--- config.mk ---
export PLATFORM = sky130hd
export DESIGN_NAME = irs_error_status
export DESIGN_NICKNAME = d
export VERILOG_FILES = /design/src/include/irs_pkg.sv /design/src/irs_sbe_counter.sv /design/src/irs_credit_timer.sv /design/src/irs_error_status.sv
export SDC_FILE = /design/constraint.sdc
export NUM_CORES = 1
export LEC_CHECK = 0
export BUFFER_PORTS_ARGS = -buffer_cell sky130_fd_sc_hd__buf_4
export CAP_MARGIN = 20
export CORE_UTILIZATION = 55
export CTS_BUF_LIST = sky130_fd_sc_hd__clkbuf_2 sky130_fd_sc_hd__clkbuf_4 sky130_fd_sc_hd__clkbuf_8
export CTS_CLUSTER_DIAMETER = 200
export DETAILED_ROUTE_END_ITERATION = 7
export GPL_TIMING_DRIVEN = 0
export PLACE_DENSITY = 0.77
export SYNTH_ARGS = -nofsm -noshare
export SYNTH_HDL_FRONTEND = slang
export SYNTH_SLANG_ARGS = --single-unit
--- constraint.sdc ---
create_clock -name clock_in -period 3.8 [get_ports clock_in]
set_clock_uncertainty 0.2 [all_clocks]
set_input_delay 0.19 -clock clock_in [delete_from_list [all_inputs] [get_ports clock_in]]
set_output_delay 0.19 -clock clock_in [all_outputs]
set_load 0.005 [all_outputs]
--- src/include/irs_pkg.sv ---
/*
 * irs_pkg: constants and carrier types for the internal RAM error status block.
 * assumes: one 40 MHz core clock; every event input comes from logic on that clock.
 */
package irs_pkg;

	// ----------------------------------------
	// widths
	// ----------------------------------------
	localparam int ADDR_W = 12;
	localparam int DATA_W = 32;
	localparam int FLAG_W = 15;
	localparam int CNT_W  = 8;
	localparam int TMR_W  = 26;

	// ----------------------------------------
	// register offsets (byte addresses)
	// ----------------------------------------
	localparam logic [ADDR_W-1:0] OFS_CHECK_DISABLE = 12'h1c8;
	localparam logic [ADDR_W-1:0] OFS_ERROR_FLAGS   = 12'h1cc;
	localparam logic [ADDR_W-1:0] OFS_ERROR_MASKS   = 12'h1d0;

	// ----------------------------------------
	// field positions and reset values
	// ----------------------------------------
	localparam int DIS_ONE_BIT = 0;
	localparam int DIS_TWO_BIT = 1;
	localparam int DIS_W       = 2;

	localparam int FLG_CPL_FIFO_OVF     = 0;
	localparam int FLG_EGR_PKT_SBE_OVF  = 1;
	localparam int FLG_EGR_LINK_SBE_OVF = 2;
	localparam int FLG_EGR_PKT_DBE      = 3;
	localparam int FLG_EGR_LINK_DBE     = 4;
	localparam int FLG_ING_PKT_SBE      = 5;
	localparam int FLG_EGR_ALLOC_SBE    = 6;
	localparam int FLG_EGR_ALLOC_DBE    = 7;
	localparam int FLG_ING_PKT_DBE      = 8;
	localparam int FLG_ING_LINK_SBE     = 9;
	localparam int FLG_ING_LINK_DBE     = 10;
	localparam int FLG_CREDIT_TIMEOUT   = 11;
	localparam int FLG_CREDIT_UNDERRUN  = 12;
	localparam int FLG_ING_ALLOC_SBE    = 13;
	localparam int FLG_ING_ALLOC_DBE    = 14;

	localparam logic [DIS_W-1:0]  DISABLE_RESET = 2'h0;
	localparam logic [FLAG_W-1:0] FLAGS_RESET   = 15'h0000;
	localparam logic [FLAG_W-1:0] MASKS_RESET   = 15'h7fff;

	// ----------------------------------------
	// soft error counter thresholds
	// ----------------------------------------
	localparam int PKT_LINK_SBE_LIMIT = 256;
	localparam int ALLOC_SBE_LIMIT    = 8;

	// ----------------------------------------
	// credit update timeout
	// ----------------------------------------
	localparam longint CLK_HZ             = 40000000;
	localparam longint CREDIT_TMO_SHORT_MS = 512;
	localparam longint CREDIT_TMO_LONG_MS  = 1000;
	localparam longint MS_PER_S            = 1000;
	localparam int CREDIT_TMO_SHORT_CYC = int'(CREDIT_TMO_SHORT_MS * CLK_HZ / MS_PER_S);
	localparam int CREDIT_TMO_LONG_CYC  = int'(CREDIT_TMO_LONG_MS * CLK_HZ / MS_PER_S);

	// ----------------------------------------
	// carriers
	// ----------------------------------------
	typedef struct packed {
		logic              wr;
		logic              rd;
		logic [ADDR_W-1:0] addr;
		logic [DATA_W-1:0] wdata;
	} irs_reg_req_t;

	typedef struct packed {
		logic              rvalid;
		logic [DATA_W-1:0] rdata;
	} irs_reg_rsp_t;

	typedef struct packed {
		logic ing_cpl_fifo_ovf;
		logic egr_cpl_fifo_ovf;
		logic egr_packet_ram_sbe;
		logic egr_packet_ram_dbe;
		logic egr_link_list_ram_sbe;
		logic egr_link_list_ram_dbe;
		logic ing_packet_ram_sbe;
		logic ing_packet_ram_dbe;
		logic ing_link_list_ram_sbe;
		logic ing_link_list_ram_dbe;
		logic egr_memory_allocation_unit_sbe;
		logic egr_memory_allocation_unit_dbe;
		logic ing_memory_allocation_unit_sbe;
		logic ing_memory_allocation_unit_dbe;
		logic credit_update;
		logic credit_pending;
		logic ingress_credit_handler_underrun;
	} irs_events_t;

	typedef struct packed {
		logic [CNT_W-1:0] count;
		logic             reached;
	} irs_cnt_state_t;

	typedef struct packed {
		logic [TMR_W-1:0] count;
		logic             fired;
	} irs_tmr_state_t;

endpackage

--- src/irs_sbe_counter.sv ---
/*
 * irs_sbe_counter: saturating soft error counter with a threshold pulse.
 * assumes: event_in is a one-cycle pulse on clock_in; LIMIT fits CNT_W plus one bit.
 */
`timescale 1ns/1ps
module irs_sbe_counter #(
	parameter int LIMIT = irs_pkg::PKT_LINK_SBE_LIMIT
) (
	input  wire logic clock_in,
	input  wire logic rst_in,
	input  wire logic event_in,
	output logic      reached_out
);

	localparam logic [irs_pkg::CNT_W-1:0] LAST = irs_pkg::CNT_W'(LIMIT - 1);
	localparam logic [irs_pkg::CNT_W-1:0] ONE  = irs_pkg::CNT_W'(1);

	irs_pkg::irs_cnt_state_t st_r;
	irs_pkg::irs_cnt_state_t st_nxt;

	// ----------------------------------------
	// count
	// ----------------------------------------
	// saturates at LIMIT-1 so every later error re-raises the flag after software clears it
	always_comb begin
		st_nxt         = st_r;
		st_nxt.reached = 1'b0;
		if (event_in) begin
			if (st_r.count == LAST) begin
				st_nxt.reached = 1'b1;
			end else begin
				st_nxt.count = st_r.count + ONE;
			end
		end
	end

	always_ff @(posedge clock_in) begin
		if (rst_in) begin
			st_r <= '0;
		end else begin
			st_r <= st_nxt;
		end
	end

	assign reached_out = st_r.reached;

endmodule

--- src/irs_credit_timer.sv ---
/*
 * irs_credit_timer: watches for a missing credit update while credit is pending.
 * assumes: update and pending come from the credit logic on clock_in.
 */
`timescale 1ns/1ps
module irs_credit_timer #(
	parameter int SHORT_CYC = irs_pkg::CREDIT_TMO_SHORT_CYC,
	parameter int LONG_CYC  = irs_pkg::CREDIT_TMO_LONG_CYC
) (
	input  wire logic clock_in,
	input  wire logic rst_in,
	input  wire logic enable_in,
	input  wire logic long_sel_in,
	input  wire logic update_in,
	input  wire logic pending_in,
	output logic      timeout_out
);

	localparam logic [irs_pkg::TMR_W-1:0] SHORT_LAST = irs_pkg::TMR_W'(SHORT_CYC - 1);
	localparam logic [irs_pkg::TMR_W-1:0] LONG_LAST  = irs_pkg::TMR_W'(LONG_CYC - 1);
	localparam logic [irs_pkg::TMR_W-1:0] ONE        = irs_pkg::TMR_W'(1);

	irs_pkg::irs_tmr_state_t st_r;
	irs_pkg::irs_tmr_state_t st_nxt;
	logic [irs_pkg::TMR_W-1:0] last;

	// ----------------------------------------
	// timer
	// ----------------------------------------
	// restarts after firing, so a stall that persists reports once per period
	always_comb begin
		last         = long_sel_in ? LONG_LAST : SHORT_LAST;
		st_nxt       = st_r;
		st_nxt.fired = 1'b0;
		if (!enable_in || !pending_in || update_in) begin
			st_nxt.count = '0;
		end else if (st_r.count >= last) begin
			st_nxt.count = '0;
			st_nxt.fired = 1'b1;
		end else begin
			st_nxt.count = st_r.count + ONE;
		end
	end

	always_ff @(posedge clock_in) begin
		if (rst_in) begin
			st_r <= '0;
		end else begin
			st_r <= st_nxt;
		end
	end

	assign timeout_out = st_r.fired;

endmodule

--- src/irs_error_status.sv ---
/*
 * irs_error_status: check-disable, sticky error flags and masks for internal RAMs,
 * with a reporting interrupt for unmasked flags.
 * assumes: register port and event inputs are on clock_in; rst_in is synchronous.
 */
`timescale 1ns/1ps

// Operation
// - bit 0 of check disable stops single-bit soft error checking; resets to zero.
// - bit 1 of check disable stops double-bit soft error checking; resets to zero.
// - any flag may raise an interrupt, only while its reporting is enabled.
// - flag 0 sets on ingress or egress completion FIFO overflow.
// - egress packet RAM single-bit errors counted in 8 bits; flag 1 at 256.
// - egress link-list RAM single-bit errors counted in 8 bits; flag 2 at 256.
// - flag 3 sets on egress packet RAM double-bit error.
// - flag 4 sets on egress link-list RAM double-bit error.
// - flag 5 sets on ingress packet RAM single-bit error.
// - flag 6 sets when egress allocation unit single-bit count reaches eight.
// - flag 7 sets on egress allocation unit double-bit error.
// - flag 8 sets on ingress packet RAM double-bit error.
// - flag 9 sets on ingress link-list RAM single-bit error.
// - flag 10 sets on ingress link-list RAM double-bit error.
// - flag 11 sets on credit update timeout of 512 ms or 1 s; off by default.
// - flag 12 sets on ingress credit handler underrun.
// - flag 13 sets when ingress allocation unit single-bit count reaches eight.
// - flag 14 sets on ingress allocation unit double-bit error.
// - each flag has a mask bit; set (reset value) suppresses its interrupt, clear allows it.
module irs_error_status #(
	parameter int CREDIT_SHORT_CYC = irs_pkg::CREDIT_TMO_SHORT_CYC,
	parameter int CREDIT_LONG_CYC  = irs_pkg::CREDIT_TMO_LONG_CYC
) (
	input  wire logic                  clock_in,
	input  wire logic                  rst_in,
	input  wire irs_pkg::irs_reg_req_t reg_req_in,
	output irs_pkg::irs_reg_rsp_t      reg_rsp_out,
	input  wire irs_pkg::irs_events_t  events_in,
	input  wire logic                  credit_timeout_en_in,
	input  wire logic                  credit_timeout_long_in,
	output logic                       one_bit_check_en_out,
	output logic                       two_bit_check_en_out,
	output logic                       err_irq_out,
	output logic                       err_msg_req_out
);

	// ----------------------------------------
	// state
	// ----------------------------------------
	typedef struct packed {
		logic [irs_pkg::DIS_W-1:0]  check_disable;
		logic [irs_pkg::FLAG_W-1:0] flags;
		logic [irs_pkg::FLAG_W-1:0] masks;
		irs_pkg::irs_reg_rsp_t      rsp;
		logic                       one_bit_en;
		logic                       two_bit_en;
		logic                       irq;
		logic                       msg_req;
	} irs_main_state_t;

	irs_main_state_t st_r;
	irs_main_state_t st_nxt;

	logic                       one_bit_ok;
	logic                       two_bit_ok;
	logic                       egr_pkt_ovf;
	logic                       egr_link_ovf;
	logic                       egr_alloc_ovf;
	logic                       ing_alloc_ovf;
	logic                       credit_tmo;
	logic [irs_pkg::FLAG_W-1:0] ev;
	logic [irs_pkg::FLAG_W-1:0] clr;
	logic [irs_pkg::FLAG_W-1:0] fresh;

	// ----------------------------------------
	// helpers
	// ----------------------------------------
	function automatic logic hit(input irs_pkg::irs_reg_req_t req,
			input logic [irs_pkg::ADDR_W-1:0] ofs);
		hit = (req.addr == ofs);
	endfunction

	function automatic logic [irs_pkg::DATA_W-1:0] widen(
			input logic [irs_pkg::FLAG_W-1:0] v);
		widen = {{(irs_pkg::DATA_W - irs_pkg::FLAG_W){1'b0}}, v};
	endfunction

	// ----------------------------------------
	// check gating
	// ----------------------------------------
	// checking is gated at the event inputs as well as signalled out, so a
	// checker that lags the enable by a cycle cannot leak a flag
	assign one_bit_ok = ~st_r.check_disable[irs_pkg::DIS_ONE_BIT];
	assign two_bit_ok = ~st_r.check_disable[irs_pkg::DIS_TWO_BIT];

	// ----------------------------------------
	// counters and timer
	// ----------------------------------------
	irs_sbe_counter #(
		.LIMIT(irs_pkg::PKT_LINK_SBE_LIMIT)
	) u_egr_pkt_cnt (
		.clock_in   (clock_in),
		.rst_in     (rst_in),
		.event_in   (events_in.egr_packet_ram_sbe & one_bit_ok),
		.reached_out(egr_pkt_ovf)
	);

	irs_sbe_counter #(
		.LIMIT(irs_pkg::PKT_LINK_SBE_LIMIT)
	) u_egr_link_cnt (
		.clock_in   (clock_in),
		.rst_in     (rst_in),
		.event_in   (events_in.egr_link_list_ram_sbe & one_bit_ok),
		.reached_out(egr_link_ovf)
	);

	irs_sbe_counter #(
		.LIMIT(irs_pkg::ALLOC_SBE_LIMIT)
	) u_egr_alloc_cnt (
		.clock_in   (clock_in),
		.rst_in     (rst_in),
		.event_in   (events_in.egr_memory_allocation_unit_sbe & one_bit_ok),
		.reached_out(egr_alloc_ovf)
	);

	irs_sbe_counter #(
		.LIMIT(irs_pkg::ALLOC_SBE_LIMIT)
	) u_ing_alloc_cnt (
		.clock_in   (clock_in),
		.rst_in     (rst_in),
		.event_in   (events_in.ing_memory_allocation_unit_sbe & one_bit_ok),
		.reached_out(ing_alloc_ovf)
	);

	// timeout is off unless the enable input is raised
	irs_credit_timer #(
		.SHORT_CYC(CREDIT_SHORT_CYC),
		.LONG_CYC (CREDIT_LONG_CYC)
	) u_credit_timer (
		.clock_in   (clock_in),
		.rst_in     (rst_in),
		.enable_in  (credit_timeout_en_in),
		.long_sel_in(credit_timeout_long_in),
		.update_in  (events_in.credit_update),
		.pending_in (events_in.credit_pending),
		.timeout_out(credit_tmo)
	);

	// ----------------------------------------
	// flag sources
	// ----------------------------------------
	always_comb begin
		ev = '0;
		ev[irs_pkg::FLG_CPL_FIFO_OVF] = events_in.ing_cpl_fifo_ovf
			| events_in.egr_cpl_fifo_ovf;
		ev[irs_pkg::FLG_EGR_PKT_SBE_OVF]  = egr_pkt_ovf;
		ev[irs_pkg::FLG_EGR_LINK_SBE_OVF] = egr_link_ovf;
		ev[irs_pkg::FLG_EGR_PKT_DBE]  = events_in.egr_packet_ram_dbe & two_bit_ok;
		ev[irs_pkg::FLG_EGR_LINK_DBE] = events_in.egr_link_list_ram_dbe & two_bit_ok;
		ev[irs_pkg::FLG_ING_PKT_SBE]  = events_in.ing_packet_ram_sbe & one_bit_ok;
		ev[irs_pkg::FLG_EGR_ALLOC_SBE] = egr_alloc_ovf;
		ev[irs_pkg::FLG_EGR_ALLOC_DBE] = events_in.egr_memory_allocation_unit_dbe
			& two_bit_ok;
		ev[irs_pkg::FLG_ING_PKT_DBE]  = events_in.ing_packet_ram_dbe & two_bit_ok;
		ev[irs_pkg::FLG_ING_LINK_SBE] = events_in.ing_link_list_ram_sbe & one_bit_ok;
		ev[irs_pkg::FLG_ING_LINK_DBE] = events_in.ing_link_list_ram_dbe & two_bit_ok;
		ev[irs_pkg::FLG_CREDIT_TIMEOUT]  = credit_tmo;
		ev[irs_pkg::FLG_CREDIT_UNDERRUN] = events_in.ingress_credit_handler_underrun;
		ev[irs_pkg::FLG_ING_ALLOC_SBE] = ing_alloc_ovf;
		ev[irs_pkg::FLG_ING_ALLOC_DBE] = events_in.ing_memory_allocation_unit_dbe
			& two_bit_ok;
	end

	// ----------------------------------------
	// registers and reporting
	// ----------------------------------------
	always_comb begin
		st_nxt = st_r;
		clr    = '0;
		fresh  = '0;

		if (reg_req_in.wr) begin
			if (hit(reg_req_in, irs_pkg::OFS_CHECK_DISABLE)) begin
				st_nxt.check_disable = reg_req_in.wdata[irs_pkg::DIS_W-1:0];
			end
			if (hit(reg_req_in, irs_pkg::OFS_ERROR_FLAGS)) begin
				clr = reg_req_in.wdata[irs_pkg::FLAG_W-1:0];
			end
			if (hit(reg_req_in, irs_pkg::OFS_ERROR_MASKS)) begin
				st_nxt.masks = reg_req_in.wdata[irs_pkg::FLAG_W-1:0];
			end
		end

		// a new event beats a same-cycle clear, so no error is lost
		st_nxt.flags = (st_r.flags & ~clr) | ev;

		// level interrupt for legacy signalling, one-cycle request for messages
		st_nxt.irq = |(st_nxt.flags & ~st_nxt.masks);
		fresh = ev & ~st_r.flags & ~st_nxt.masks;
		st_nxt.msg_req = |fresh;

		st_nxt.one_bit_en = ~st_nxt.check_disable[irs_pkg::DIS_ONE_BIT];
		st_nxt.two_bit_en = ~st_nxt.check_disable[irs_pkg::DIS_TWO_BIT];

		// reads return the value before any write in the same cycle
		st_nxt.rsp.rvalid = reg_req_in.rd;
		st_nxt.rsp.rdata  = '0;
		if (reg_req_in.rd) begin
			if (hit(reg_req_in, irs_pkg::OFS_CHECK_DISABLE)) begin
				st_nxt.rsp.rdata = {{(irs_pkg::DATA_W - irs_pkg::DIS_W){1'b0}},
					st_r.check_disable};
			end else if (hit(reg_req_in, irs_pkg::OFS_ERROR_FLAGS)) begin
				st_nxt.rsp.rdata = widen(st_r.flags);
			end else if (hit(reg_req_in, irs_pkg::OFS_ERROR_MASKS)) begin
				st_nxt.rsp.rdata = widen(st_r.masks);
			end
		end
	end

	always_ff @(posedge clock_in) begin
		if (rst_in) begin
			st_r.check_disable <= irs_pkg::DISABLE_RESET;
			st_r.flags         <= irs_pkg::FLAGS_RESET;
			st_r.masks         <= irs_pkg::MASKS_RESET;
			st_r.rsp           <= '0;
			st_r.one_bit_en    <= 1'b1;
			st_r.two_bit_en    <= 1'b1;
			st_r.irq           <= 1'b0;
			st_r.msg_req       <= 1'b0;
		end else begin
			st_r <= st_nxt;
		end
	end

	// ----------------------------------------
	// outputs
	// ----------------------------------------
	assign reg_rsp_out          = st_r.rsp;
	assign one_bit_check_en_out = st_r.one_bit_en;
	assign two_bit_check_en_out = st_r.two_bit_en;
	assign err_irq_out          = st_r.irq;
	assign err_msg_req_out      = st_r.msg_req;

endmodule

Word-level counts from Yosys, hierarchy flattened
Index checks and enable logic that the tools add are counted.
{"block": "classes", "order_cmp": 1, "reduce_logical": 19, "muxes": 15, "n_addsub": 5, "n_bitwise": 34, "n_eq_ne": 7}
{"op": "$mux W15", "count": 6}
{"op": "$and A15 B15 Y15", "count": 4}
{"op": "$not A15 Y15", "count": 3}
{"op": "$eq A12 B9 Y1 const B", "count": 3}
{"op": "$add A8 B1 Y8 const B", "count": 4}
{"op": "$reduce_or A15 Y1", "count": 2}
{"op": "$add A26 B1 Y26 const B", "count": 1}
{"op": "$ge A26 B26 Y1", "count": 1}
{"op": "$mux W26", "count": 1}
{"op": "$eq A8 B3 Y1 const B", "count": 2}
{"op": "$eq A8 B8 Y1 const B", "count": 2}
{"op": "$or A15 B15 Y15", "count": 1}
{"op": "$not A1 Y1", "count": 13}
{"op": "$and A1 B1 Y1", "count": 12}
{"op": "$reduce_or A2 Y1", "count": 6}
{"op": "$reduce_and A2 Y1", "count": 4}
{"op": "$mux W2", "count": 3}
{"op": "$reduce_or A3 Y1", "count": 2}
{"op": "$mux W1", "count": 5}
{"op": "$reduce_or A4 Y1", "count": 1}
{"op": "$logic_not A1 Y1", "count": 2}
{"op": "$logic_or A1 B1 Y1", "count": 2}
{"op": "$or A1 B1 Y1", "count": 1}
{"block": "totals", "word_cells": 102, "regBits": 132, "output_inout_bits": 37, "in_bits": 67}

Longest topological paths before layout
{"block": "depth", "ltp_word": 8, "ltp_mapped": 9, "mapped_depth_nobuf": 8}

By module
From an unflattened synthesis, not the netlist that was laid out.
{"block": "hier_totals", "hier_cells": 616, "hier_area_um2": 5888.1}
{"mod": "irs_error_status", "instances": 1, "cells_per_inst": 269, "area_each_um2": 2474.9, "seq_area_each_um2": 1041.0}
{"mod": "irs_credit_timer", "instances": 1, "cells_per_inst": 155, "area_each_um2": 1566.5, "seq_area_each_um2": 540.5}
{"mod": "irs_sbe_counter at u_egr_link_cnt ...", "instances": 2, "cells_per_inst": 50, "area_each_um2": 464.2, "seq_area_each_um2": 180.2}
{"mod": "irs_sbe_counter at u_egr_alloc_cnt ...", "instances": 2, "cells_per_inst": 46, "area_each_um2": 459.2, "seq_area_each_um2": 180.2}

Worst setup path before layout
OpenSTA, ideal clock, no wires.
{"block": "synth_path", "path_kind": "reg2reg", "start": "register u_credit_timer.st_r[1] in the netlist's numbering", "end": "register u_credit_timer.st_r[10] in the netlist's numbering", "t_arrival_ps": 1853, "path_stages_with_launch": 9, "required_time_ps": 3535, "path_slack_ps": 1682, "synth_period_minus_slack_ps": 2118, "setup_time_ps": 65, "n_path_buf": 1, "cell_sequence": "dfxtp_1 > ha_1 > and2_1 > a41o_1 > a21o_1 > a311oi_2 > nand2_1 > clkbuf_1 > nor2_1"}
{"block": "synth_between", "elab_chain_len": 2, "word_cells_on_any_way": 3, "cone_classes": "add/sub (1); order compare (1); reduce/logical (1)"}
{"element": "start, declared", "line": "irs_credit_timer.sv:23", "rtl": "irs_pkg::irs_tmr_state_t st_r;"}
{"element": "start signal, assigned", "line": "irs_credit_timer.sv:49", "rtl": "st_r <= st_nxt;"}
{"element": "$ge A26 B26 Y1", "line": "irs_credit_timer.sv:37", "rtl": "end else if (st_r.count >= last) begin"}
{"element": "$reduce_or A3 Y1 (no source line)"}
Several ways; a longest one is shown, not always the timed one.
A chain may end at the register's enable or synchronous reset.

Worst setup path in the final report
{"block": "layout_path", "start": "input reg_req_in[35] in the netlist's numbering", "end": "register st_r[64] in the netlist's numbering"}
{"block": "layout_between", "elab_chain_len": 6}
{"element": "start, declared", "line": "irs_error_status.sv:34", "rtl": "input wire irs_pkg::irs_reg_req_t reg_req_in,"}
{"element": "$eq A12 B9 Y1", "line": "irs_error_status.sv:78", "rtl": "hit = (req.addr == ofs);"}
{"element": "$mux W15", "line": "irs_error_status.sv:184", "rtl": "if (hit(reg_req_in, irs_pkg::OFS_ERROR_FLAGS)) begin"}
{"element": "$mux W15", "line": "irs_error_status.sv:180", "rtl": "if (reg_req_in.wr) begin"}
{"element": "$not A15 Y15", "line": "irs_error_status.sv:193", "rtl": "st_nxt.flags = (st_r.flags & ~clr) | ev;"}
{"element": "$and A15 B15 Y15", "line": "irs_error_status.sv:193"}
{"element": "$or A15 B15 Y15", "line": "irs_error_status.sv:193"}
{"element": "end signal, assigned", "line": "irs_error_status.sv:229", "rtl": "st_r <= st_nxt;"}
{"element": "end, declared", "line": "irs_error_status.sv:59", "rtl": "irs_main_state_t st_r;"}
No other way between the ends.

==> key figures <==
Routing
  • Final antenna-violating net count: 0
  • Routed vias: 4924
  • Number of remaining DRC errors: 0
  • Initial DRC count: between 200 and 250
  • Total wire length: 13600 um
  • Drt first pass iters: 5
  • Vias per cell: 5.39
  • Detailed-route wire length per cell: between 10 and 15 um

Yosys
  • EDFF count, synth: 0
  • Async S/R FF share, synth: 0
  • Most common cell in the netlist: dfxtp_1
  • Netlist cell types: 54
  • Main combinational cell family by area after synthesis: simple AND/OR/NAND/NOR gates
  • #FFs+latches synth: 115
  • Synth top area cells: dfxtp_1 42%, nor2_1 6.2%, xor2_1 5.6%, buf_4 4.8%, nand2_1 4.0%
  • Avg Inst Size Synth: around 8.8 sq um
  • Adder-Cell Fraction of Synth Area: 0.0320
  • Post-synthesis cell count: 621
  • Simple-gate portion of the synthesized area: 0.262
  • Compound-gate portion of the synthesized area: 0.110
  • Post-synth top area cell: dfxtp_1
  • Part of the Yosys area used for sequential elements: 0.421
  • Post-synthesis mux area share: 0.0295
  • Yosys top cell area share: 0.421
  • Post-synth top flop: dfxtp_1
  • Post-synth top cells: 115 x dfxtp_1, 91 x nor2_1, 59 x nand2_1
  • Synth Area in XOR/XNOR: 0.0768
  • Synth Cell Area: 0.00547 sq mm
  • Yosys warning count: 0

Pwr
  • Comb pwr share: 0.070
  • Net Sw Power: between 0.0006 and 0.0007 W
  • Overall Power: about 0.0028 W
  • Clock network fraction of total power: 0.482
  • Pint: around 0.0022 W
  • Max IR drop VDD: approximately 0.28 mV
  • Sw Ratio: 0.218
  • Cell Pwr Density: around 390 mW/mm^2
  • Leak Pwr: ~3.0 nW
  • Flop pwr share: 0.448

CTS
  • CTS root buf: clkbuf_8
  • Clock Latency Late Sink: approximately 0.43 ns
  • CTS buffer count: 17
  • Post-CTS Resized: 0
  • Max clock buf depth: 2
  • Max H-tree Level: 4
  • Reg clk slew, reported paths: approximately 0.070 ns
  • CTS Sinks: 115
  • TritonCTS clock tree: yes

Cells and area
  • Fill count: between 700 and 800
  • Area of the multi-input gates: 0.00286 sq mm
  • Reg area: 0.00230 sq mm
  • Area delta synth->final: 30.0%
  • Proportion of layout cells with a drive suffix above 1: 0.195
  • Ant. Diodes: 0
  • Nets: about 850

Global routing
  • First-pass GRT wire length: approximately 22000 um
  • Total GRT Usage: 0.277
  • Met1 Use GR: 0.334
  • Vias in the first global route: roughly 4700
  • Initial antenna violation count: 0
  • GRT busiest layer: met2
  • Overflow after GRT: 0
  • Largest net degree at the start of global routing: 17
  • M3 GR Usage: 0.0656
  • Met2 usage: 0.477

STA
  • Slew at the pin closest to its max-slew limit: ~0.75 ns
  • Slew Viols, Final: 0
  • Unrepaired setup endpoints after global routing: false
  • Final Hold Fails: 0
  • Final Cycle Share: 0.737
  • Max Fclk: between 300 and 400 MHz
  • Setup-failing EPs final: 0
  • Max-slew headroom: 0.493
  • Setup Total Neg Slack: 0 ns
  • Minimum clock period: 2.80 ns

Job
  • Max-cap violations: 0

Setup path
  • Required @ worst endpoint: about 3.9 ns
  • FF-to-FF Start: u_credit_timer.st_r[1]
  • Critical Path Sink Type: flip-flop
  • Worst R2R End: u_credit_timer.st_r[14]
  • CP endpoint: st_r[64]
  • R2R Setup Slk: 1.34 ns
  • Critical Path AT: about 2.9 ns
  • Maximum fanout along the worst path: 10
  • Crit Path Category: in2reg
  • CP Launch Point: reg_req_in[35]
  • Worst reg2reg path depth: 8
  • Startpoint Class: input port

Floorplanning
  • Row count: 36
  • Die height: slightly above 100 um
  • Die Wd: slightly above 100 um
  • CORE AREA: just under 0.01 sq mm
  • IO Pins: 104
  • DIE AREA: ~0.010 sq mm
  • Initial core utilization: 0.563

Hold path
  • Worst Hold Class: in2reg

Outcome
  • Status: complete, no violations

Place
  • Port Buffers: 69
  • Gpl congestion: 0.868
  • Final HPWL DP: 9460 um
## through the flow
stage / hold WS [ns] / std cells / utilization / instance area, sq um / setup slack (ns)
6_report: 0.0299 / 913 / 0.731 / 7120 / 0.998
5_1_grt: 0.00373 / 913 / 0.731 / 7120 / 0.877
4_1_cts: 0.00218 / 912 / 0.730 / 7110 / 1.09
3_5_place_dp: 0.236 / 839 / 0.639 / 6220 / 1.30
3_3_place_gp: 0.224 / 839 / 0.639 / 6220 / 1.32
2_1_floorplan: 0.107 / 637 / - / 5530 / 1.68
## sequential cells by signal, indices dropped and copies added, names as in the netlist
register / flops
one_bit_check_en_out: 1
u_ing_alloc_cnt.st_r: 8
u_egr_pkt_cnt.st_r: 8
u_ing_alloc_cnt.reached_out: 1
reg_rsp_out: 16
err_irq_out: 1
u_egr_pkt_cnt.reached_out: 1
u_egr_alloc_cnt.st_r: 8
u_egr_link_cnt.reached_out: 1
two_bit_check_en_out: 1
err_msg_req_out: 1
u_egr_link_cnt.st_r: 8
u_credit_timer.timeout_out: 1
st_r: 32
u_credit_timer.st_r: 26
u_egr_alloc_cnt.reached_out: 1
## worst min-delay path by stage
stage,startpoint,endpoint,slack (ns),cells after the start
finish,credit_timeout_en_in,u_credit_timer.timeout_out,0.03,3
global route,credit_timeout_en_in,u_credit_timer.timeout_out,0.004,3
CTS,events_in[1],u_credit_timer.timeout_out,0.002,3
detailed placement,events_in[0],st_r[64],0.24,3
global placement,events_in[0],st_r[64],0.22,3
floorplan,events_in[0],st_r[64],0.11,2
## power groups by stage
stage               Combinational [W]  Sequential (W)  Clock, W
floorplan                   0.0000853         0.00126         0
global placement             0.000152         0.00126         0
detailed placement           0.000157         0.00127         0
CTS                          0.000190         0.00124   0.00135
global route                 0.000213         0.00124   0.00141
finish                       0.000193         0.00124   0.00133
## area by class of cell
type                            count  share of cell area
Timing Repair Buffer              111               0.132
Inverter                           10             0.00528
Multi-Input combinational cell    461               0.402
Clock inverter                     12              0.0285
Clock buffer                       20              0.0387
Sequential cell                   115               0.324
Buffer                             51              0.0471
Tap cell                          133              0.0234
## worst max-delay path, cell delays in order
cell	delay (ns)
dlygate4sd3_1	0.53
buf_4	0.13
and4b_1	0.19
and4_1	0.19
buf_4	0.17
buf_6	0.17
clkbuf_1	0.45
nand2_1	0.11
a21oi_1	0.16
dlygate4sd3_1	0.57
nor2_1	0.04
## routing by layer
metal | up-vias | part of all wire
li1 | 2423 | -
met1 | 2309 | 0.43
met2 | 170 | 0.49
met3 | 22 | 0.063
met4 | 0 | 0.017
met5 | - | 0
## logic make-up (layout without fill, tap and decap cells)
family	Yosys count	in the layout
compound gates	89	89
xor+xnor	48	48
simple gates	277	277
buf+inv	61	204
other cells	1	17
fa+ha+maj	14	14
flops	115	115
mux	16	16
## layout by cell type, fill, tap and decap left out, types with 6 or more instances in the layout
cell           instances
nand4_1               18
o21ai_0               10
nand2b_1              13
xnor2_1               13
dlygate4sd3_1         42
ha_1                  14
nand3_1               18
a21oi_1               28
conb_1                17
a22oi_1               25
mux2i_1               15
nand3b_1               8
dfxtp_1              115
clkbuf_8              20
nor2b_1               16
nand2_1               59
clkbuf_1              11
buf_4                104
and3_1                 9
xor2_1                35
inv_1                 10
nor3_1                 6
nor2_1                91
## repair_timing
item                                   4_1_cts  5_1_grt
hold buffers                                41        1
endpoints found under the hold margin       45        1
buffers inserted                             0        0
No activity file was read; power rests on OpenSTA's default activity.
